--- config.mk ---
export PLATFORM = sky130hd
export DESIGN_NAME = cpuag_core
export DESIGN_NICKNAME = d
export VERILOG_FILES = /design/src/cpuag_pkg.sv /design/src/cpuag_addr_if.sv /design/src/cpuag_addr_unit.sv /design/src/cpuag_core.sv
export SDC_FILE = /design/constraint.sdc
export NUM_CORES = 1
export LEC_CHECK = 0
export ABC_CLOCK_PERIOD_IN_PS = 7600
export BUFFER_PORTS_ARGS = -buffer_cell sky130_fd_sc_hd__buf_4
export CAP_MARGIN = 10
export CELL_PAD_IN_SITES_DETAIL_PLACEMENT = 1
export CELL_PAD_IN_SITES_GLOBAL_PLACEMENT = 1
export CORE_UTILIZATION = 45
export CTS_CLUSTER_DIAMETER = 80
export DETAILED_ROUTE_END_ITERATION = 7
export PLACE_DENSITY = 0.79
export SLEW_MARGIN = 20
export SYNTH_ARGS = -nofsm -noshare
export SYNTH_HDL_FRONTEND = slang
export SYNTH_SLANG_ARGS = --single-unit
--- constraint.sdc ---
create_clock -name clock -period 7.6 [get_ports clock]
set_input_delay 0.38 -clock clock [delete_from_list [all_inputs] [get_ports clock]]
set_output_delay 0.38 -clock clock [all_outputs]
set_load 0.005 [all_outputs]
--- src/cpuag_pkg.sv ---
`default_nettype none
package cpuag_pkg;
  localparam int          ADDR_W       = 14;
  localparam logic [13:0] PC_RESET     = 14'h3FFD;
  localparam logic [13:0] SHADOW_RESET = 14'h3FFD;
  localparam logic [7:0]  ACC_RESET    = 8'h00;
  localparam logic [7:0]  PTR_RESET    = 8'h00;
  localparam logic [1:0]  FLAGS_RESET  = 2'h0;
  localparam int          FLAG_NIL     = 1;
  localparam int          FLAG_BORROW  = 0;
  localparam logic [13:0] WINDOW_ADDR  = 14'h000E;
  localparam logic [13:0] POINTER_ADDR = 14'h000F;
  // single-byte opcodes
  localparam logic [7:0]  OPC_LOAD_IMM = 8'hA6;
  localparam logic [7:0]  OPC_LOAD_DIR = 8'hB6;
  localparam logic [7:0]  OPC_STORE_DIR = 8'hB7;
  localparam logic [7:0]  OPC_CLEAR_DIR = 8'h3F;
  localparam logic [7:0]  OPC_GOTO     = 8'hBC;
  localparam logic [7:0]  OPC_CALL     = 8'hBD;
  localparam logic [7:0]  OPC_BRSUB    = 8'hAD;
  localparam logic [7:0]  OPC_RET      = 8'hBE;
  localparam logic [7:0]  OPC_CMP_IMM  = 8'hA1;
  localparam logic [7:0]  OPC_CMP_DIR  = 8'hB1;
  localparam logic [7:0]  OPC_SBC_IMM  = 8'hA2;
  localparam logic [7:0]  OPC_SBC_DIR  = 8'hB2;
  localparam logic [7:0]  OPC_INC_DIR  = 8'h3C;
  localparam logic [7:0]  OPC_DEC_DIR  = 8'h3A;
  localparam logic [7:0]  OPC_MOVE_DD  = 8'h4E;
  localparam logic [7:0]  OPC_MOVE_IMD = 8'h3E;
  localparam logic [7:0]  OPC_CLC      = 8'h38;
  localparam logic [7:0]  OPC_SEC      = 8'h39;
  // conditional branches: 0x60+{sense,flag}
  localparam logic [5:0]  OPC_BRANCH_HI = 6'h18;
  // opcode groups carrying an embedded address
  localparam logic [2:0]  SRT_CLEAR_HI = 3'h4;
  localparam logic [2:0]  SRT_LOAD_HI  = 3'h6;
  localparam logic [2:0]  SRT_STORE_HI = 3'h7;
  localparam logic [3:0]  TNY_INC_HI   = 4'h2;
  localparam logic [3:0]  TNY_DEC_HI   = 4'h5;

  typedef enum logic [3:0] {
    MODE_INH, MODE_IMM, MODE_DIR, MODE_SRT, MODE_TNY,
    MODE_EXT, MODE_REL, MODE_IMD, MODE_DD
  } cpuag_mode_t;

  typedef enum logic [3:0] {
    OP_NOP, OP_LOAD, OP_STORE, OP_CLEAR, OP_GOTO, OP_CALL, OP_BRSUB,
    OP_RET, OP_CMP, OP_SBC, OP_INC, OP_DEC, OP_MOVE, OP_CLC, OP_SEC,
    OP_BRANCH
  } cpuag_op_t;

  typedef enum logic [2:0] {
    ST_FETCH = 3'b000,
    ST_OP1   = 3'b001,
    ST_OP2   = 3'b011,
    ST_EXEC  = 3'b010,
    ST_WRITE = 3'b110
  } cpuag_state_t;
endpackage
`default_nettype wire

--- src/cpuag_addr_if.sv ---
`default_nettype none
interface cpuag_addr_if;
  import cpuag_pkg::*;
  cpuag_mode_t mode;
  logic [7:0]  opcode;
  logic [7:0]  op1;
  logic [7:0]  op2;
  logic [13:0] pc;
  logic [13:0] ea;
  logic [13:0] ea_dst;
  modport gen  (input mode, opcode, op1, op2, pc, output ea, ea_dst);
  modport user (output mode, opcode, op1, op2, pc, input ea, ea_dst);
endinterface
`default_nettype wire

--- src/cpuag_addr_unit.sv ---
`default_nettype none
module cpuag_addr_unit
  import cpuag_pkg::*;
(
  cpuag_addr_if.gen ai
);
  always_comb begin
    ai.ea_dst = {6'h00, ai.op2};
    unique case (ai.mode)
      MODE_SRT: ai.ea = {9'h000, ai.opcode[4:0]};
      MODE_TNY: ai.ea = {10'h000, ai.opcode[3:0]};
      MODE_DIR,
      MODE_DD:  ai.ea = {6'h00, ai.op1};
      // top two bits of the high byte dropped
      MODE_EXT: ai.ea = {ai.op1[5:0], ai.op2};
      // pc already points past the offset byte
      MODE_REL: ai.ea = ai.pc + {{6{ai.op1[7]}}, ai.op1};
      MODE_INH,
      MODE_IMM,
      MODE_IMD: ai.ea = {6'h00, ai.op2};
      default:  ai.ea = {6'h00, ai.op1};
    endcase
  end
endmodule
`default_nettype wire

--- src/cpuag_core.sv ---
`default_nettype none
module cpuag_core
  import cpuag_pkg::*;
(
  input  wire logic        clock,
  input  wire logic        rst,
  output logic [13:0]      mem_addr,
  output logic             mem_rd,
  output logic             mem_wr,
  output logic [7:0]       mem_wdata,
  input  wire logic [7:0]  mem_rdata,
  input  wire logic        dbg_flags_wr,
  input  wire logic [1:0]  dbg_flags_wdata,
  output logic [1:0]       dbg_flags_rdata,
  output logic [7:0]       acc_value,
  output logic [13:0]      pc_value
);
  cpuag_state_t state_reg;
  cpuag_state_t state_next;
  logic [13:0]  pc_reg;
  logic [13:0]  shadow_reg;
  logic [7:0]   acc_reg;
  logic [7:0]   pointer_reg;
  logic [1:0]   status_flags_reg;
  logic [7:0]   opcode_reg;
  logic [7:0]   op1_reg;
  logic [7:0]   op2_reg;
  logic [7:0]   tmp_reg;
  cpuag_mode_t  mode_now;
  cpuag_op_t    op_now;
  logic [13:0]  acc_addr;
  logic         acc_rd;
  logic         acc_wr;
  logic         data_acc;
  logic [7:0]   acc_wdata;
  logic [7:0]   rd_data;
  logic [7:0]   operand;
  logic [8:0]   diff9;
  logic         to_pointer;
  logic         take_branch;

  cpuag_addr_if ai ();

  function automatic cpuag_op_t op_of(input logic [7:0] opc);
    cpuag_op_t r;
    r = OP_NOP;
    // short forms exist only for the three ops below
    if (opc[7:5] == SRT_CLEAR_HI)
      r = OP_CLEAR;
    else if (opc[7:5] == SRT_LOAD_HI || opc[7:5] == 3'h6 + 3'h0)
      r = OP_LOAD;
    else if (opc[7:5] == SRT_STORE_HI)
      r = OP_STORE;
    else if (opc[7:4] == TNY_INC_HI)
      r = OP_INC;
    else if (opc[7:4] == TNY_DEC_HI)
      r = OP_DEC;
    else if (opc[7:2] == OPC_BRANCH_HI)
      r = OP_BRANCH;
    else begin
      unique case (opc)
        OPC_LOAD_IMM,
        OPC_LOAD_DIR:  r = OP_LOAD;
        OPC_STORE_DIR: r = OP_STORE;
        OPC_CLEAR_DIR: r = OP_CLEAR;
        OPC_GOTO:      r = OP_GOTO;
        OPC_CALL:      r = OP_CALL;
        OPC_BRSUB:     r = OP_BRSUB;
        OPC_RET:       r = OP_RET;
        OPC_CMP_IMM,
        OPC_CMP_DIR:   r = OP_CMP;
        OPC_SBC_IMM,
        OPC_SBC_DIR:   r = OP_SBC;
        OPC_INC_DIR:   r = OP_INC;
        OPC_DEC_DIR:   r = OP_DEC;
        OPC_MOVE_DD,
        OPC_MOVE_IMD:  r = OP_MOVE;
        OPC_CLC:       r = OP_CLC;
        OPC_SEC:       r = OP_SEC;
        default:       r = OP_NOP;
      endcase
    end
    return r;
  endfunction

  function automatic cpuag_mode_t mode_of(input logic [7:0] opc);
    cpuag_mode_t m;
    m = MODE_INH;
    if (opc[7:6] == 2'h2 && opc[5] == 1'b0 && opc[4:0] != 5'h00)
      m = MODE_INH;
    if (opc[7:5] == SRT_CLEAR_HI ||
        opc[7:5] == SRT_LOAD_HI || opc[7:5] == SRT_STORE_HI)
      m = MODE_SRT;
    else if (opc[7:4] == TNY_INC_HI || opc[7:4] == TNY_DEC_HI)
      m = MODE_TNY;
    else if (opc[7:2] == OPC_BRANCH_HI || opc == OPC_BRSUB)
      m = MODE_REL;
    else if (opc == OPC_GOTO || opc == OPC_CALL)
      m = MODE_EXT;
    else if (opc == OPC_LOAD_IMM || opc == OPC_CMP_IMM ||
             opc == OPC_SBC_IMM)
      m = MODE_IMM;
    else if (opc == OPC_MOVE_IMD)
      m = MODE_IMD;
    else if (opc == OPC_MOVE_DD)
      m = MODE_DD;
    else if (opc == OPC_LOAD_DIR || opc == OPC_STORE_DIR ||
             opc == OPC_CLEAR_DIR || opc == OPC_CMP_DIR ||
             opc == OPC_SBC_DIR || opc == OPC_INC_DIR ||
             opc == OPC_DEC_DIR)
      m = MODE_DIR;
    return m;
  endfunction

  function automatic logic needs_op1(input cpuag_mode_t m);
    return m != MODE_INH && m != MODE_SRT && m != MODE_TNY;
  endfunction

  function automatic logic needs_op2(input cpuag_mode_t m);
    return m == MODE_EXT || m == MODE_IMD || m == MODE_DD;
  endfunction

  // window redirect makes indexing work in every data mode
  function automatic logic [13:0] phys(input logic [13:0] ea,
                                       input logic [7:0]  ptr);
    return (ea == WINDOW_ADDR) ? {6'h00, ptr} : ea;
  endfunction

  assign mode_now  = mode_of(opcode_reg);
  assign op_now    = op_of(opcode_reg);
  assign ai.mode   = mode_now;
  assign ai.opcode = opcode_reg;
  assign ai.op1    = op1_reg;
  assign ai.op2    = op2_reg;
  assign ai.pc     = pc_reg;

  cpuag_addr_unit u_addr (
    .ai (ai)
  );

  // one memory access per cycle
  always_comb begin
    acc_addr  = pc_reg;
    acc_rd    = 1'b0;
    acc_wr    = 1'b0;
    data_acc  = 1'b0;
    acc_wdata = 8'h00;
    unique case (state_reg)
      ST_FETCH,
      ST_OP1,
      ST_OP2: begin
        acc_rd = 1'b1;
      end
      ST_EXEC: begin
        unique case (op_now)
          OP_LOAD,
          OP_CMP,
          OP_SBC: begin
            acc_addr = ai.ea;
            data_acc = 1'b1;
            acc_rd   = (mode_now != MODE_IMM);
          end
          OP_INC,
          OP_DEC: begin
            acc_addr = ai.ea;
            data_acc = 1'b1;
            acc_rd   = 1'b1;
          end
          OP_STORE: begin
            acc_addr  = ai.ea;
            data_acc  = 1'b1;
            acc_wr    = 1'b1;
            acc_wdata = acc_reg;
          end
          OP_CLEAR: begin
            acc_addr = ai.ea;
            data_acc = 1'b1;
            acc_wr   = 1'b1;
          end
          OP_MOVE: begin
            data_acc = 1'b1;
            if (mode_now == MODE_IMD) begin
              acc_addr  = ai.ea_dst;
              acc_wr    = 1'b1;
              acc_wdata = op1_reg;
            end else begin
              acc_addr = ai.ea;
              acc_rd   = 1'b1;
            end
          end
          default: begin
            acc_addr = pc_reg;
          end
        endcase
      end
      ST_WRITE: begin
        data_acc  = 1'b1;
        acc_wr    = 1'b1;
        acc_wdata = tmp_reg;
        acc_addr  = (op_now == OP_MOVE) ? ai.ea_dst : ai.ea;
      end
      default: begin
        acc_rd = 1'b0;
      end
    endcase
  end

  // the pointer lives here, so direct accesses to its address raise no bus strobe
  assign to_pointer = data_acc && (acc_addr == POINTER_ADDR);
  assign mem_addr   = data_acc ? phys(acc_addr, pointer_reg) : acc_addr;
  assign mem_rd     = acc_rd && !to_pointer;
  assign mem_wr     = acc_wr && !to_pointer;
  assign mem_wdata  = acc_wdata;
  assign rd_data    = to_pointer ? pointer_reg : mem_rdata;
  assign operand    = (mode_now == MODE_IMM) ? op1_reg : rd_data;
  assign diff9      = {1'b0, acc_reg} - {1'b0, operand}
                      - {8'h00, (op_now == OP_SBC) &&
                                status_flags_reg[FLAG_BORROW]};
  // opcode bit 1 is the sense, bit 0 picks the flag
  assign take_branch = (status_flags_reg[opcode_reg[0]] ==
                        opcode_reg[1]);

  always_comb begin
    state_next = state_reg;
    unique case (state_reg)
      ST_FETCH: state_next = needs_op1(mode_of(mem_rdata)) ? ST_OP1
                                                           : ST_EXEC;
      ST_OP1:   state_next = needs_op2(mode_now) ? ST_OP2 : ST_EXEC;
      ST_OP2:   state_next = ST_EXEC;
      ST_EXEC:  state_next = (op_now == OP_INC || op_now == OP_DEC ||
                              (op_now == OP_MOVE && mode_now == MODE_DD))
                             ? ST_WRITE : ST_FETCH;
      ST_WRITE: state_next = ST_FETCH;
      default:  state_next = ST_FETCH;
    endcase
  end

  always_ff @(posedge clock) begin
    if (rst) state_reg <= ST_FETCH;
    else     state_reg <= state_next;
  end

  always_ff @(posedge clock) begin
    if (rst) begin
      opcode_reg <= 8'h00;
      op1_reg    <= 8'h00;
      op2_reg    <= 8'h00;
    end else begin
      if (state_reg == ST_FETCH) opcode_reg <= mem_rdata;
      if (state_reg == ST_OP1)   op1_reg    <= mem_rdata;
      if (state_reg == ST_OP2)   op2_reg    <= mem_rdata;
    end
  end

  always_ff @(posedge clock) begin
    if (rst) begin
      pc_reg <= PC_RESET;
    end else if (state_reg == ST_FETCH || state_reg == ST_OP1 ||
                 state_reg == ST_OP2) begin
      pc_reg <= pc_reg + 14'h0001;
    end else if (state_reg == ST_EXEC) begin
      unique case (op_now)
        OP_GOTO,
        OP_CALL,
        OP_BRSUB:  pc_reg <= ai.ea;
        OP_RET:    pc_reg <= shadow_reg;
        OP_BRANCH: if (take_branch) pc_reg <= ai.ea;
        default:   pc_reg <= pc_reg;
      endcase
    end
  end

  always_ff @(posedge clock) begin
    if (rst) shadow_reg <= SHADOW_RESET;
    else if (state_reg == ST_EXEC &&
             (op_now == OP_CALL || op_now == OP_BRSUB))
      shadow_reg <= pc_reg;
  end

  always_ff @(posedge clock) begin
    if (rst) begin
      acc_reg <= ACC_RESET;
    end else if (state_reg == ST_EXEC) begin
      if (op_now == OP_LOAD)     acc_reg <= operand;
      else if (op_now == OP_SBC) acc_reg <= diff9[7:0];
    end
  end

  always_ff @(posedge clock) begin
    if (rst) tmp_reg <= 8'h00;
    else if (state_reg == ST_EXEC) begin
      if (op_now == OP_INC)      tmp_reg <= rd_data + 8'h01;
      else if (op_now == OP_DEC) tmp_reg <= rd_data - 8'h01;
      else                       tmp_reg <= rd_data;
    end
  end

  always_ff @(posedge clock) begin
    if (rst) pointer_reg <= PTR_RESET;
    else if (acc_wr && to_pointer) pointer_reg <= acc_wdata;
  end

  // instruction results beat a debug write in the same cycle
  always_ff @(posedge clock) begin
    if (rst) begin
      status_flags_reg <= FLAGS_RESET;
    end else if (state_reg == ST_EXEC) begin
      unique case (op_now)
        OP_LOAD: status_flags_reg[FLAG_NIL] <= (operand == 8'h00);
        OP_STORE: status_flags_reg[FLAG_NIL] <= (acc_reg == 8'h00);
        OP_CLEAR: status_flags_reg[FLAG_NIL] <= 1'b1;
        OP_CMP,
        OP_SBC: begin
          status_flags_reg[FLAG_NIL]    <= (diff9[7:0] == 8'h00);
          status_flags_reg[FLAG_BORROW] <= diff9[8];
        end
        OP_MOVE: status_flags_reg[FLAG_NIL] <=
                   ((mode_now == MODE_IMD ? op1_reg : rd_data) == 8'h00);
        OP_CLC: status_flags_reg[FLAG_BORROW] <= 1'b0;
        OP_SEC: status_flags_reg[FLAG_BORROW] <= 1'b1;
        default: begin
          if (dbg_flags_wr) status_flags_reg <= dbg_flags_wdata;
        end
      endcase
    end else if (state_reg == ST_WRITE && op_now != OP_MOVE) begin
      status_flags_reg[FLAG_NIL] <= (tmp_reg == 8'h00);
    end else if (dbg_flags_wr) begin
      status_flags_reg <= dbg_flags_wdata;
    end
  end

  // flags leave only through the debug port, never the data bus
  assign dbg_flags_rdata = status_flags_reg;
  assign acc_value       = acc_reg;
  assign pc_value        = pc_reg;
endmodule
`default_nettype wire

* Word-level counts from Yosys, hierarchy flattened *
Index checks and enable logic that the tools add are counted.

word-level totals
  register bits = 81
  output and inout bits = 48

operators by class
  reduce and logical (&&, ||, !) cells = 73
  add/sub/neg operators = 6
  muxes and demuxes = 65
  order comparisons = 1
  equal/unequal tests = 82

operators with widths
  cell                   count
  $eq 8x8->1 const B     21
  $mux 14                7
  $mux 4                 21
  $eq 8x6->1 const B     10
  $pmux 14 s5            1
  $mux 8                 8
  $pmux 14 s2            2
  $pmux 4 s14            1
  $pmux 14 s3            1
  $eq 4x3->1 const B     10
  $logic_not 8->1        5
  $eq 4x4->1 const B     9
  $logic_or 1x1->1       33
  $pmux 8 s2             2
  $eq 14x4->1 const B    2
  $eq 3x3->1 const B     7
  $eq 4x2->1 const B     5
  $eq 8x7->1 const B     2
  $reduce_or 2->1        8
  $add 14x1->14 const B  1
  $add 14x14->14         1
  $eq 6x5->1 const B     2
  $pmux 3 s4             1
  $reduce_or 3->1        4
  other kinds (33)       63

* Depth between registers and ports, before layout *
  word-level depth = 30
  gate-level depth with buffers = 30

* Cells and area by module *
A second synthesis with hierarchy kept.

second synthesis, totals
  cells, all modules = 1068
  area, all modules = 7812.5 µm²

by module, submodules not included
  module           area each (µm²)  seq. area each (µm²)  cells an instance  times used
  cpuag_core       6751.5           1621.6                917                1
  cpuag_addr_unit  1061.0           0.0                   151                1

* Worst setup path before layout *
OpenSTA, ideal clock, no wires.

  kind = register -> register
  start = reg opcode_reg[1] (netlist: ai.opcode[1])
  end = reg status_flags_reg[1] (netlist: dbg_flags_rdata[1])
  setup slack = 1829 ps
  stages on the path, launching flop included = 26
  arrival time = 5701 ps
  setup time = 70 ps
  cell sequence = dfxtp_1 buf_2 nor2b_1 nand4_1 and2_1 a31oi_4 mux2i_1 o21ai_0 or3_1 nor4_1 and4_4 buf_6 mux2i_1 a21o_1 fa_1 ha_1 o21ai_0 nand3b_1 a21oi_1 nor2b_1 nor2_1 xnor2_1 or4_1 o31a_1 o311ai_1 o2bb2ai_1

between the ends
  cells in the longest elaborated chain, start to end = 30

RTL lines
  item                           line                                 RTL
  start, declared                cpuag_core.sv:25                     logic [7:0] opcode_reg;
  start signal, assigned         cpuag_core.sv:249                    if (state_reg == ST_FETCH) opcode_reg <= mem_rdata;
  $eq 8x8->1                     cpuag_core.sv:61, cpuag_core.sv:107
  $logic_or 1x1->1 (2 in a row)  cpuag_core.sv:107                    else if (opc == OPC_LOAD_DIR || opc == OPC_STORE_DIR ||
  $logic_or 1x1->1 (2 in a row)  cpuag_core.sv:108                    opc == OPC_CLEAR_DIR || opc == OPC_CMP_DIR ||
  $logic_or 1x1->1 (2 in a row)  cpuag_core.sv:109                    opc == OPC_SBC_DIR || opc == OPC_INC_DIR ||
  $mux 2                         cpuag_core.sv:107
  $mux 4                         cpuag_core.sv:105                    else if (opc == OPC_MOVE_DD)
  $mux 4                         cpuag_core.sv:103                    else if (opc == OPC_MOVE_IMD)
  $mux 4                         cpuag_core.sv:100                    else if (opc == OPC_LOAD_IMM || opc == OPC_CMP_IMM ||
  [11 not listed]                n/a
  $logic_and 1x1->1              cpuag_core.sv:209                    assign to_pointer = data_acc && (acc_addr == POINTER_ADDR);
  $mux 8                         cpuag_core.sv:214                    assign rd_data = to_pointer ? pointer_reg : mem_rdata;
  $mux 8                         cpuag_core.sv:215                    assign operand = (mode_now == MODE_IMM) ? op1_reg : rd_data;
  $sub 8x8->9                    cpuag_core.sv:216                    assign diff9 = {1'b0, acc_reg} - {1'b0, operand}
  $sub 9x1->9                    cpuag_core.sv:217                    - {8'h00, (op_now == OP_SBC) &&
  $logic_not 8->1                cpuag_core.sv:314                    status_flags_reg[FLAG_NIL] <= (diff9[7:0] == 8'h00);
  $pmux 1 s6                     cpuag_core.sv:308                    unique case (op_now)
  $mux 2                         cpuag_core.sv:307                    end else if (state_reg == ST_EXEC) begin
  end signal, assigned by index  cpuag_core.sv:309                    OP_LOAD: status_flags_reg[FLAG_NIL] <= (operand == 8'h00);
  end signal, assigned by index  cpuag_core.sv:314
  end signal, assigned by index  cpuag_core.sv:315                    status_flags_reg[FLAG_BORROW] <= diff9[8];
  end, declared                  cpuag_core.sv:24                     logic [1:0] status_flags_reg;

Several ways; a longest one is shown, not always the timed one.
A chain may end at the register's enable or synchronous reset.

* Worst setup path after layout *
  start = reg opcode_reg[5] (netlist: ai.opcode[5])
  end = reg status_flags_reg[1] (netlist: dbg_flags_rdata[1])

Same word-level chain as after synthesis.

==> reports/qor.yml <==
core_mm2: 0.0161
finalWorstPathRequiredPeriod_ns: 7.03
yosysUniqueCellTypes: 92
htree_levels: 3
rsz0062_at_grt: "no"
period_share_pct: 92.5
worstSetupPathType: "reg -> reg"
synth_top_cell_by_area: "dfxtp_1"
fp.dieW_um: 131
drive_above_1_share_pct: 14.1
slew_headroom_pct: 29.2
hold_violations: 0
p_per_area_mw_per_mm2: 188
critPathMaxStageDelay_ns: 0.64
drt_iter0_drc: 888
cap_violations: 0
yosysMostFrequentCell: "nor2_1"
cts.sinks: 81
hold_path.class: "in -> reg"
synth_warnings: 0
area_delta_synth_final_pct: 13.8
hold_slack_ns: 0.349
tightest_slew_ns: 1.05
ys_top_cells_by_count: "121 x nor2_1, 104 x nand2_1, 81 x dfxtp_1, 78 x a21oi_1, 63 x o21ai_0"
r2r-end: "dbg_flags_rdata[1]"
ys_seq_area_share_pct: 21.6
synth.net_count: 1077
viasPerCell: 6.66
die_h_um: 131
first_pass_iters: 7
grt_pass1_wl_um: 49800
clockRootBuffer: "clkbuf_16"
slew_viol_final: 0
cp_slowest_cell: "a31oi_1"
fmax_mhz: 142
status: "finished clean"
grt_max_degree: 62
synth-seq-cells: 81
detail-route-antenna-nets: 0
setup_viol: 0
groute.usage.overall_pct: 37.5
portBuffers: 60
cts_buffer_depth: 2
routedWlPerCell_um: 24.9
critical_path.startpoint_type: "flop"
antenna_found_initial: 0
cp.buffers_inverters: 0
cts_tree: "yes"
diodes: 0
path_clk_slew_ns: 0.07
syn_area_mm2: 0.00752
holdCritStartpoint: "mem_rdata[7]"
grt-ovfl-total: 0
synth_ff_type: "dfxtp_1"
synth_top_area_share_pct: 21.6
crit_path_max_fanout: 13
drc: 0
cts_buffers: 9
syn_area_per_cell_um2: 7.30
wl_um: 32200
synthArstFlopShare_pct: 0
r2r-start: "ai.opcode[5]"
routed-via-count: 8606
fin_nets: 1117
place_hpwl_um: 24200
worstPathCellList: "and3b_1 > nand3_2 > nor3_1 > nor4_4 > a31oi_1 > o211ai_1 > a221o_1 > nor4_2 > and4_4 > mux2i_1 > a21o_1 > fa_1 > ha_1 > o21ai_0 > nand3b_1 > a21oi_1 > nor2b_1 > nor2_1 > xnor2_1 > or4_1 > o31a_1 > o311ai_1 > o2bb2ai_1"
clock_latency_ns: 0.36
fin_worst_skew_ns: 0.0134
cp.arrival_ns: 7.32
start_util_pct: 46.7
end_kind: "flop"
syn_inst: 1031
row_count: 46
pin_count: 61
place_congestion: 0.976
critPathRequiredTime_ns: 7.88
synth-edff-count: 0
r2r_cells: 23
dieArea_mm2: 0.0172
min_to: "ai.op1[7]"
synth_area_leaders: "dfxtp_1 22%, mux2i_1 7.5%, nor2_1 6.0%"
ir_drop_mv: 0.105
hold_depth: 3
crit_family: "simple AND/OR/NAND/NOR gates"
p_leak_nw: 3.52
grt_pass1_vias: 8484
reg2reg_slack_ns: 0.57
path_depth: 23
setup_tns_ns: 0
[power breakdown]
group | leakage (nW) | total (mW) | switching (mW) | internal, mW
registers | 0.662 | 0.502 | 0.0508 | 0.452
logic | 2.72 | 0.626 | 0.372 | 0.254
clock network | 0.145 | 0.478 | 0.217 | 0.261
total | 3.52 | 1.61 | 0.640 | 0.966
[placed cells by master, fill, tap and decap left out, types with 4 or more instances in the layout]
| cell | instances |
|---|---|
| or3_1 | 11 |
| buf_4 | 99 |
| a31oi_1 | 11 |
| nand2b_1 | 16 |
| nor4_1 | 12 |
| nand2_1 | 104 |
| a211oi_1 | 19 |
| nor3_1 | 33 |
| and2_1 | 9 |
| dfxtp_1 | 79 |
| clkbuf_16 | 9 |
| and3_1 | 10 |
| mux2i_1 | 56 |
| nand4b_1 | 5 |
| ha_1 | 30 |
| xor2_1 | 11 |
| o211ai_1 | 4 |
| a22o_1 | 6 |
| a311o_1 | 4 |
| nand4_1 | 11 |
| or4_1 | 4 |
| a221o_1 | 11 |
| nand3_1 | 33 |
| o21ai_0 | 62 |
| mux2_2 | 7 |
| a21o_1 | 11 |
| a311oi_1 | 4 |
| nand3b_1 | 8 |
| o22ai_1 | 13 |
| a21oi_1 | 78 |
| o21bai_1 | 7 |
| nor2_1 | 121 |
| inv_1 | 38 |
| xnor2_1 | 16 |
| o21a_1 | 5 |
| a22oi_1 | 8 |
| nor2b_1 | 12 |
[layer usage]
layer / GRT usage, % / up-vias / wire length, um / share of wire [%]
met5: 0 / - / 0 / 0
met4: 20.5 / 0 / 1710 / 5.3
met1: 46.9 / 4145 / 13300 / 41
met3: 7.72 / 113 / 2570 / 8.0
li1: - / 3882 / - / -
met2: 60.3 / 466 / 14700 / 46
[worst min-delay path: cells and delay by family]
family,cells,cell delay (ns)
and+or+nand+nor,1,0.07
AOI/OAI and AO/OA,1,0.05
buffers and inverters,1,0.16
[worst max-delay path by stage]
stage                       startpoint                  to  slack, ns
after floorplan           ai.opcode[1]  dbg_flags_rdata[1]       1.83
after global placement    ai.opcode[7]  dbg_flags_rdata[1]       0.77
after detailed placement  ai.opcode[1]  dbg_flags_rdata[1]       0.53
after CTS                 ai.opcode[7]  dbg_flags_rdata[1]       0.47
after global routing      ai.opcode[6]  dbg_flags_rdata[1]       0.07
final                     ai.opcode[5]  dbg_flags_rdata[1]       0.57
[cells by family after synthesis]
group	after synthesis	share of synthesized area, %
buffers and inverters	110	6.24
xor gates and xnor gates	27	3.14
AOI/OAI and AO/OA	298	27.0
muxes	66	9.05
adders and majority gates	33	5.79
and+or+nand+nor	416	27.2
DFF	81	21.6
[final cells by class]
class,count,area [um^2]
clock buffers,9,225
well taps,216,270
repair buffers,99,743
multi-input cells,841,5470
flip-flops and latches,81,1620
fillers,2080,7550
clock inverters,7,87.6
inverters,39,146
[repair_timing]
item                                    CTS  global route
endpoints found under the setup margin    0             3
setup buffers                             0             0
gates resized for setup                   0             5
hold endpoints to repair                  0             0
hold buffers                              0             0
[metrics by stage]
| stage | instances | power, mW | setup WS (ns) | area [um^2] | util (%) |
|---|---|---|---|---|---|
| after floorplan | 1031 | 0.892 | 1.83 | 7520 | - |
| after global placement | 1275 | 1.11 | 0.765 | 8220 | 51.0 |
| after detailed placement | 1275 | 1.12 | 0.530 | 8220 | 51.0 |
| after CTS | 1291 | 1.59 | 0.471 | 8530 | 53.0 |
| after global routing | 1292 | 1.68 | 0.0715 | 8560 | 53.1 |
| final | 1292 | 1.61 | 0.568 | 8560 | 53.1 |
Note: power is estimated with default switching activity, not from simulation.
